==> src/hw/mac_slice_params.svh <==
// Purpose: offsets, field positions, reset values of the arithmetic slice
// Assumes: included by bare name
// Notes:   definitions only
`ifndef MAC_SLICE_PARAMS_SVH
`define MAC_SLICE_PARAMS_SVH

// ****************************************
// register byte addresses
// ****************************************
`define ADDR_CONFIG      12'h000
`define ADDR_RESULT      12'h004
`define ADDR_STATUS      12'h008

// ****************************************
// configuration field positions
// ****************************************
`define CFG_IN_REG       0
`define CFG_MID_REG      1
`define CFG_OUT_REG      2
`define CFG_SPLIT        3
`define CFG_SIGNED       4
`define CFG_ACC_FB       5
`define CFG_MUL_BYPASS   6
`define CFG_CASCADE      7
`define CFG_WIDTH        8
`define CFG_RESET        8'h07

// ****************************************
// status field positions
// ****************************************
`define STS_CARRY        0
`define STS_SIGN         1

`endif

==> src/hw/mac_slice_pkg.sv <==
// Purpose: shared types of the arithmetic slice
// Assumes: nothing
// Notes:   no constants here, see mac_slice_params.svh
`default_nettype none
package mac_slice_pkg;
   typedef logic [15:0] half_type;
   typedef logic [31:0] word_type;
endpackage
`default_nettype wire

==> src/hw/mul_core.sv <==
// Purpose: one 16x16 multiplier or two 8x8 multipliers
// Assumes: operands settled in the same cycle
// Notes:   purely combinational
`timescale 1ns/1ps
`default_nettype none
module mul_core
(
   input  wire logic                      signed_in,
   input  wire logic                      split_in,
   input  wire mac_slice_pkg::half_type   a_in,
   input  wire mac_slice_pkg::half_type   b_in,
   output mac_slice_pkg::word_type        prod_out
);
   logic signed [16:0] a_full;
   logic signed [16:0] b_full;
   logic signed [33:0] p_full;
   logic signed [8:0]  a_hi;
   logic signed [8:0]  b_hi;
   logic signed [8:0]  a_lo;
   logic signed [8:0]  b_lo;
   logic signed [17:0] p_hi;
   logic signed [17:0] p_lo;

   assign a_full = {a_in[15] & signed_in, a_in};
   assign b_full = {b_in[15] & signed_in, b_in};
   assign a_hi   = {a_in[15] & signed_in, a_in[15:8]};
   assign b_hi   = {b_in[15] & signed_in, b_in[15:8]};
   assign a_lo   = {a_in[7] & signed_in, a_in[7:0]};
   assign b_lo   = {b_in[7] & signed_in, b_in[7:0]};
   assign p_full = a_full * b_full;
   assign p_hi   = a_hi * b_hi;
   assign p_lo   = a_lo * b_lo;
   assign prod_out = split_in ? {p_hi[15:0], p_lo[15:0]} : p_full[31:0];
endmodule
`default_nettype wire

==> src/hw/addsub_half.sv <==
// Purpose: one 16-bit adder/subtracter half
// Assumes: carry in already in raw carry form
// Notes:   sum = y + x or y - x
`timescale 1ns/1ps
`default_nettype none
module addsub_half
(
   input  wire mac_slice_pkg::half_type   x_in,
   input  wire mac_slice_pkg::half_type   y_in,
   input  wire logic                      sub_in,
   input  wire logic                      cin_in,
   output mac_slice_pkg::half_type        sum_out,
   output logic                           cout_out
);
   logic [16:0] total;

   assign total    = {1'b0, y_in} + {1'b0, x_in ^ {16{sub_in}}} + {16'h0000, cin_in};
   assign sum_out  = total[15:0];
   assign cout_out = total[16];
endmodule
`default_nettype wire

==> src/hw/mac_slice.sv <==
// Purpose: multiply-accumulate slice with APB configuration
// Assumes: one clock, all fabric inputs synchronous to clk_in
// Notes:   unused operand inputs are to be tied to zero
//
// Contract
// - one 16x16 multiplier or two independent 8x8 multipliers
// - one 32-bit accumulator or two independent 16-bit accumulators
// - adder/subtracter 32-bit or two 16-bit, result registered or not
// - input, intermediate and output registers each bypassable
// - one clock; common enable gates the operand, product and accumulator registers
// - first and second operands registered, feed multiplier or adder
// - third and fourth operands registered, feed adder; third also preloads the accumulator
// - each operand register has a hold: 1 keeps, 0 updates
// - upper input clear resets first, third operands and upper pipeline
// - lower input clear resets second, fourth operands, lower pipeline, product register
// - output carries 32-bit result or two 16-bit half results
// - each accumulator half has a hold control
// - each accumulator half has its own clear
// - each half loads third operand when preload, else adder result
// - in split mode each half selects add with 0, subtract with 1; otherwise the lower select drives both halves
// - cascade carry in from previous slice, carry out to next
// - carry in from lower fabric tile, carry out to higher tile
// - sign extension in from previous slice, out to next
// - operand inputs have no default value; unused ones must be tied to zero
`timescale 1ns/1ps
`default_nettype none
`include "mac_slice_params.svh"
module mac_slice
(
   input  wire logic                      clk_in,
   input  wire logic                      reset_in,
   // apb slave
   input  wire logic                      psel_in,
   input  wire logic                      penable_in,
   input  wire logic                      pwrite_in,
   input  wire logic [11:0]               paddr_in,
   input  wire logic [31:0]               pwdata_in,
   output logic [31:0]                    prdata_out,
   output logic                           pready_out,
   output logic                           pslverr_out,
   // slice controls
   input  wire logic                      clk_en_in,
   input  wire mac_slice_pkg::half_type   first_operand_in,
   input  wire mac_slice_pkg::half_type   second_operand_in,
   input  wire mac_slice_pkg::half_type   third_operand_in,
   input  wire mac_slice_pkg::half_type   fourth_operand_in,
   input  wire logic                      first_operand_freeze_in,
   input  wire logic                      second_operand_freeze_in,
   input  wire logic                      third_operand_freeze_in,
   input  wire logic                      fourth_operand_freeze_in,
   input  wire logic                      upper_input_clear_in,
   input  wire logic                      lower_input_clear_in,
   input  wire logic                      upper_accum_freeze_in,
   input  wire logic                      upper_accum_clear_in,
   input  wire logic                      upper_accum_preload_in,
   input  wire logic                      upper_subtract_sel_in,
   input  wire logic                      lower_accum_freeze_in,
   input  wire logic                      lower_accum_clear_in,
   input  wire logic                      lower_accum_preload_in,
   input  wire logic                      lower_subtract_sel_in,
   input  wire logic                      chain_carry_in,
   input  wire logic                      tile_carry_in,
   input  wire logic                      chain_sign_in,
   output mac_slice_pkg::word_type        result_out,
   output logic                           chain_carry_out,
   output logic                           tile_carry_out,
   output logic                           chain_sign_out
);

   // ****************************************
   // configuration register
   // ****************************************
   logic [`CFG_WIDTH-1:0]   config_r;
   logic                    in_reg_en;
   logic                    mid_reg_en;
   logic                    out_reg_en;
   logic                    split_mode;
   logic                    signed_mode;
   logic                    acc_feedback;
   logic                    mul_bypass;
   logic                    cascade_mode;

   assign in_reg_en    = config_r[`CFG_IN_REG];
   assign mid_reg_en   = config_r[`CFG_MID_REG];
   assign out_reg_en   = config_r[`CFG_OUT_REG];
   assign split_mode   = config_r[`CFG_SPLIT];
   assign signed_mode  = config_r[`CFG_SIGNED];
   assign acc_feedback = config_r[`CFG_ACC_FB];
   assign mul_bypass   = config_r[`CFG_MUL_BYPASS];
   assign cascade_mode = config_r[`CFG_CASCADE];

   // ****************************************
   // apb slave
   // ****************************************
   logic          setup_phase;
   logic          access_done;
   logic          addr_mapped;
   logic [31:0]   read_value;

   assign setup_phase = psel_in & ~penable_in;
   assign access_done = psel_in & penable_in & pready_out;

   always_comb
   begin
      addr_mapped = 1'b1;
      read_value  = 32'h0000_0000;
      case (paddr_in)
         `ADDR_CONFIG:
         begin
            read_value[`CFG_WIDTH-1:0] = config_r;
         end
         `ADDR_RESULT:
         begin
            read_value = result_out;
         end
         `ADDR_STATUS:
         begin
            read_value[`STS_CARRY] = chain_carry_out;
            read_value[`STS_SIGN]  = chain_sign_out;
         end
         default:
         begin
            addr_mapped = 1'b0;
         end
      endcase
   end

   // one wait-free access cycle after each setup cycle
   always_ff @(posedge clk_in)
   begin
      if (reset_in)
      begin
         pready_out  <= 1'b0;
         pslverr_out <= 1'b0;
         prdata_out  <= 32'h0000_0000;
      end
      else
      begin
         pready_out  <= setup_phase;
         pslverr_out <= setup_phase & ~addr_mapped;
         if (setup_phase)
         begin
            prdata_out <= pwrite_in ? 32'h0000_0000 : read_value;
         end
      end
   end

   always_ff @(posedge clk_in)
   begin
      if (reset_in)
      begin
         config_r <= `CFG_RESET;
      end
      else if (access_done & pwrite_in & (paddr_in == `ADDR_CONFIG))
      begin
         config_r <= pwdata_in[`CFG_WIDTH-1:0];
      end
   end

   // ****************************************
   // operand input registers
   // ****************************************
   // index 0..3 = first..fourth operand
   logic [3:0][15:0]   op_raw;
   logic [3:0][15:0]   op_r;
   logic [3:0][15:0]   op_sel;
   logic [3:0]         op_freeze;
   logic [3:0]         op_clear;

   // ports have no default value; unused ones must be tied to zero
   assign op_raw    = {fourth_operand_in, third_operand_in,
                       second_operand_in, first_operand_in};
   assign op_freeze = {fourth_operand_freeze_in, third_operand_freeze_in,
                       second_operand_freeze_in, first_operand_freeze_in};
   assign op_clear  = {lower_input_clear_in, upper_input_clear_in,
                       lower_input_clear_in, upper_input_clear_in};

   genvar g;
   generate
      for (g = 0; g < 4; g++)
      begin : gen_operand
         always_ff @(posedge clk_in)
         begin
            if (reset_in)
            begin
               op_r[g] <= 16'h0000;
            end
            else if (clk_en_in)
            begin
               if (op_clear[g])
               begin
                  op_r[g] <= 16'h0000;
               end
               else if (!op_freeze[g])
               begin
                  op_r[g] <= op_raw[g];
               end
            end
         end
         assign op_sel[g] = in_reg_en ? op_r[g] : op_raw[g];
      end
   endgenerate

   // ****************************************
   // multiplier and intermediate register
   // ****************************************
   mac_slice_pkg::word_type   prod_w;
   logic [1:0][15:0]          prod_r;
   mac_slice_pkg::word_type   prod_sel;
   logic [1:0]                half_in_clear;

   mul_core u_mul
   (
      .signed_in   (signed_mode),
      .split_in    (split_mode),
      .a_in        (op_sel[0]),
      .b_in        (op_sel[1]),
      .prod_out    (prod_w)
   );

   assign half_in_clear = {upper_input_clear_in | lower_input_clear_in, lower_input_clear_in};

   generate
      for (g = 0; g < 2; g++)
      begin : gen_mid
         always_ff @(posedge clk_in)
         begin
            if (reset_in)
            begin
               prod_r[g] <= 16'h0000;
            end
            else if (clk_en_in)
            begin
               if (half_in_clear[g])
               begin
                  prod_r[g] <= 16'h0000;
               end
               else
               begin
                  prod_r[g] <= prod_w[16*g +: 16];
               end
            end
         end
      end
   endgenerate

   assign prod_sel = mid_reg_en ? prod_r : prod_w;

   // ****************************************
   // adder/subtracter
   // ****************************************
   mac_slice_pkg::word_type   x_word;
   mac_slice_pkg::word_type   y_word;
   logic [1:0][15:0]          acc_r;
   logic [1:0][15:0]          sum_w;
   logic [1:0]                sub_sel;
   logic [1:0]                cin_raw;
   logic [1:0]                cout_raw;
   logic                      ext_carry;

   always_comb
   begin
      if (cascade_mode)
      begin
         x_word = {32{chain_sign_in}};
      end
      else if (mul_bypass)
      begin
         x_word = {op_sel[0], op_sel[1]};
      end
      else
      begin
         x_word = prod_sel;
      end
   end

   assign y_word = acc_feedback ? acc_r : {op_sel[2], op_sel[3]};

   // borrow convention: a set carry in means borrow while subtracting
   assign ext_carry  = cascade_mode ? chain_carry_in : tile_carry_in;
   assign sub_sel[0] = lower_subtract_sel_in;
   assign sub_sel[1] = split_mode ? upper_subtract_sel_in : lower_subtract_sel_in;
   assign cin_raw[0] = ext_carry ^ sub_sel[0];
   assign cin_raw[1] = split_mode ? sub_sel[1] : cout_raw[0];

   generate
      for (g = 0; g < 2; g++)
      begin : gen_adder
         addsub_half u_add
         (
            .x_in      (x_word[16*g +: 16]),
            .y_in      (y_word[16*g +: 16]),
            .sub_in    (sub_sel[g]),
            .cin_in    (cin_raw[g]),
            .sum_out   (sum_w[g]),
            .cout_out  (cout_raw[g])
         );
      end
   endgenerate

   // ****************************************
   // accumulator registers
   // ****************************************
   logic [1:0]         acc_freeze;
   logic [1:0]         acc_clear;
   logic [1:0]         acc_preload;
   logic [1:0][15:0]   acc_nxt;

   assign acc_freeze  = {upper_accum_freeze_in, lower_accum_freeze_in};
   assign acc_clear   = {upper_accum_clear_in, lower_accum_clear_in};
   assign acc_preload = {upper_accum_preload_in, lower_accum_preload_in};

   generate
      for (g = 0; g < 2; g++)
      begin : gen_acc
         assign acc_nxt[g] = acc_preload[g] ? op_sel[2] : sum_w[g];
         always_ff @(posedge clk_in)
         begin
            if (reset_in)
            begin
               acc_r[g] <= 16'h0000;
            end
            else if (clk_en_in)
            begin
               if (acc_clear[g])
               begin
                  acc_r[g] <= 16'h0000;
               end
               else if (!acc_freeze[g])
               begin
                  acc_r[g] <= acc_nxt[g];
               end
            end
         end
      end
   endgenerate

   // ****************************************
   // outputs
   // ****************************************
   logic   carry_ext_out;
   logic   sign_ext_out;

   assign carry_ext_out = cout_raw[1] ^ sub_sel[1];
   assign sign_ext_out  = signed_mode & (y_word[31] ^ x_word[31] ^ sub_sel[1] ^ cout_raw[1]);

   // unregistered mode passes the adder straight out
   always_comb
   begin
      if (out_reg_en)
      begin
         result_out = acc_r;
      end
      else
      begin
         result_out = acc_nxt;
      end
   end

   always_comb
   begin
      chain_carry_out = carry_ext_out;
      tile_carry_out  = carry_ext_out;
      chain_sign_out  = sign_ext_out;
   end

endmodule
`default_nettype wire

==> config.mk <==
export PLATFORM = sky130hd
export DESIGN_NAME = mac_slice
export DESIGN_NICKNAME = d
export VERILOG_FILES = /design/src/hw/mac_slice_pkg.sv /design/src/hw/mul_core.sv /design/src/hw/addsub_half.sv /design/src/hw/mac_slice.sv
export VERILOG_INCLUDE_DIRS = /design/src /design/src/hw
export SDC_FILE = /design/constraint.sdc
export NUM_CORES = 2
export LEC_CHECK = 0
export ABC_AREA = 1
export CAP_MARGIN = 10
export CORE_ASPECT_RATIO = 0.7
export CORE_MARGIN = 2
export CORE_UTILIZATION = 25
export DETAILED_ROUTE_END_ITERATION = 8
export DONT_BUFFER_PORTS = 1
export PLACE_DENSITY = 0.36
export SLEW_MARGIN = 20
export SYNTH_ARGS = -nofsm -noshare
export SYNTH_HDL_FRONTEND = slang
export SYNTH_SLANG_ARGS = --single-unit
==> constraint.sdc <==
create_clock -name clk_in -period 16.4 [get_ports clk_in]
set_input_delay 2.46 -clock clk_in [delete_from_list [all_inputs] [get_ports clk_in]]
set_output_delay 2.46 -clock clk_in [all_outputs]
set_load 0.005 [all_outputs]
==> impl_metrics.tcl <==
set metrics [dict create \
    fin_crit_ps 15340 \
    cts_tree "done" \
    cp_max_fo 12 \
    r2r-start "config_r[0]" \
    reg2reg_slack_ps 4520 \
    dr.max_layer_used "met4" \
    arrival_ps 12880 \
    fill_cells 11150 \
    die_h_um 270.1 \
    vias 21780 \
    ys.flop_type "dfxtp_1" \
    synth.avg_cell_area_sq_um 7.281 \
    drv_slew 0 \
    cp.required_ps 13940 \
    syn_area_sq_um 25290 \
    antenna_found_initial 4 \
    place_congestion 0.8447 \
    cts_setup_buffers 0 \
    first_iter_violations 1713 \
    syn_to_final_growth_pct 9.377 \
    start_kind "input pin" \
    finalCritPeriodShare 0.9356 \
    setup_tns_ps 0 \
    endpoint_kind "primary output" \
    synthArstFlopShare 0 \
    route.met3.wl_um 5836 \
    overflow 0 \
    synth-edff-count 0 \
    ant_nets 0 \
    max-slew-margin-rel 0.2129 \
    clock-skew-final_ps 10.58 \
    synth_fp_nets 4149 \
    peakVddDrop_mv 0.07696 \
    holdPathEnd "op_r[11]" \
    start_util 0.2525 \
    worstHoldPathType "flip-flop to flip-flop" \
    met2_length_um 41210 \
    max_freq_mhz 65.17 \
    wl_per_cell_um 21.13 \
    crit_type "input pin to primary output" \
    rsz0062_at_grt "false" \
    yosys_warnings 0 \
    grt_pass1_vias 22240 \
    clock_power_share 0.425 \
    setup-violations-final 0 \
    holdPathStages 2 \
    clockBufferDepth 2 \
    cp_slowest_cell "o21ai_0" \
    ys_types 54 \
    final_nets 4093 \
    p_seq_frac 0.389 \
    row_count 97 \
    grt_start_max_net_pins 163 \
    drt-vias-per-instance 4.565 \
    switchingPower_uw 359.3 \
    synth_cells 3473 \
    clk-insertion-delay-late_ps 470 \
    synth_seq_cells 170 \
    seq_area_frac_synth 0.1346 \
    place_inst 4734 \
    p_leak_nw 12.67 \
    ff2ff_path_depth 47 \
    hold_viol 0 \
    htreeDepth 4 \
    drt_wl_total_um 100800 \
    crit_top_cell "fa_1" \
    ctsResizeCount 0 \
    clk_pin_slew_ps 70 \
    first_pass_iters 5 \
    finalNonFillerCells 4770 \
    fp.dieW_um 384.1 \
    drv_cap 0 \
    drt-met1-wl_um 52810 \
    drt_drc_violations_left 0 \
    grt_pass1_wl_um 151700 \
    dieArea_sq_um 103700 \
    layout-drive-gt1-share 0.05481 \
    powerDensity_nw_per_um2 39.69 \
    cts.sinks 170 \
    hp-start "op_r[11]" \
    hpwl_um 81030 \
    worstMarginPinSlew_ps 1168 \
    cts_hold_buffers 0 \
    rr_endpoint "prdata_out[0]" \
    cts_made_buffers 17 \
    share_comb_of_total_power 0.186 \
    numPortBuffers 0 \
    status "completed" \
    netSwitchingFraction 0.3273 \
    coreArea_sq_um 100100 \
    grtUsageTotal 0.1977 \
    critPathMaxStageDelay_ps 570 \
    internal-power_uw 738.4 \
    cts_root_buf "clkbuf_16" \
    ios 200 \
]
==> layout by cell type, fill, tap and decap left out, drive strengths merged, types with 6 or more instances in the layout <==
cell and count:
buf 65, xnor2 24, or2 48, nor4 7, inv 712, a21oi 297, nand2b 14, xor2 66
o211ai 6, o22ai 7, ha 182, o21ai 202, fa 363, clkinv 14, nand2 704, clkbuf 19
mux2i 8, nand3 139, o221ai 16, dfxtp 170, a31oi 16, a21o 9, o21bai 11, nor3 15
nor2 285
==> power groups by stage <==
stage	Combinational [mW]	Clock (mW)	Sequential [mW]
6_report	0.204	0.467	0.427
5_1_grt	0.226	0.497	0.428
4_1_cts	0.204	0.480	0.426
3_5_place_dp	0.203	0	0.436
3_3_place_gp	0.205	0	0.436
2_1_floorplan	0.131	0	0.435
==> worst max-delay path by stage <==
stage                        startpoint             end  slack, ps  cells after the start
CTS                 first_operand_in[4]  chain_sign_out       1070                     45
finish              first_operand_in[4]  chain_sign_out       1060                     45
global placement    first_operand_in[4]  chain_sign_out       1190                     45
floorplan           first_operand_in[6]  chain_sign_out       3170                     45
detailed placement  first_operand_in[4]  chain_sign_out       1130                     45
global route        first_operand_in[4]  chain_sign_out        160                     45
==> cells in the mapped netlist (9+ instances only) <==
library cell	count	area share
a31oi_1	16	0.0040
nor2_1	283	0.042
o21ai_1	23	0.0046
nor3_1	14	0.0028
o21bai_1	11	0.0033
o21ai_0	175	0.035
o221ai_1	16	0.0055
clkbuf_1	128	0.019
xnor2_1	24	0.0083
clkinv_1	11	0.0016
nand2b_1	14	0.0035
or2_2	45	0.011
nand2_1	691	0.10
a21oi_1	296	0.059
inv_1	701	0.10
xor2_1	66	0.023
dfxtp_1	170	0.13
fa_1	363	0.29
a21o_1	9	0.0027
nand2_2	11	0.0027
ha_1	182	0.090
nand3_1	137	0.027
==> critical path: cells and delay by family <==
family,cells,cell delay (ps)
compound gates,15,2730
fa+ha+maj,10,4480
simple gates,13,1810
xor+xnor,2,400
buf+inv,5,980
==> area by class of cell <==
| cell class | count | area [sq um] | area share |
|---|---|---|---|
| antenna | 4 | 10.01 | 0.0003619 |
| clock buffer | 19 | 464.2 | 0.01678 |
| timing repair buffer | 65 | 488.0 | 0.01764 |
| multi-input combinational | 2445 | 18740 | 0.6774 |
| clock inverter | 13 | 180.2 | 0.006515 |
| inverter | 718 | 2700 | 0.09763 |
| tap | 1336 | 1672 | 0.06044 |
| sequential | 170 | 3407 | 0.1232 |
==> sequential cells by signal, summed over array words and instances, names as in the netlist <==
signal       count
op_r            64
acc_r           32
prdata_out      32
prod_r          32
config_r         8
pready_out       1
pslverr_out      1
==> layer usage <==
layer | GRT usage | up-vias
li1 | - | 10580
met1 | 0.3116 | 10660
met2 | 0.2817 | 492
met3 | 0.03547 | 48
met4 | 0.02415 | 0
met5 | 0 | -
==> cells by family (layout without fill, tap and decap cells) <==
family	Yosys count	after routing	share of synthesized area
DFF	170	170	0.1346
and+or+nand+nor	1221	1221	0.2011
other	0	4	0
buffers and inverters	858	815	0.1284
AOI/OAI and AO/OA	581	581	0.1241
muxes	8	8	0.003167
adders and majority gates	545	545	0.3775
xor gates and xnor gates	90	90	0.03117
==> metrics by stage <==
stage            util  instance area, sq um  hold slack, ps  setup WS, ps  total power [mW]
2_1_floorplan       -                 25290           440.5          3166            0.5658
3_3_place_gp   0.2695                 26990           446.9          1186            0.6411
6_report       0.2762                 27660           462.2          1056             1.098
4_1_cts        0.2760                 27630           459.4          1068             1.110
3_5_place_dp   0.2695                 26990           447.2          1125            0.6391
5_1_grt        0.2761                 27650           479.4         155.5             1.151
(Power assumes the default switching activity.)
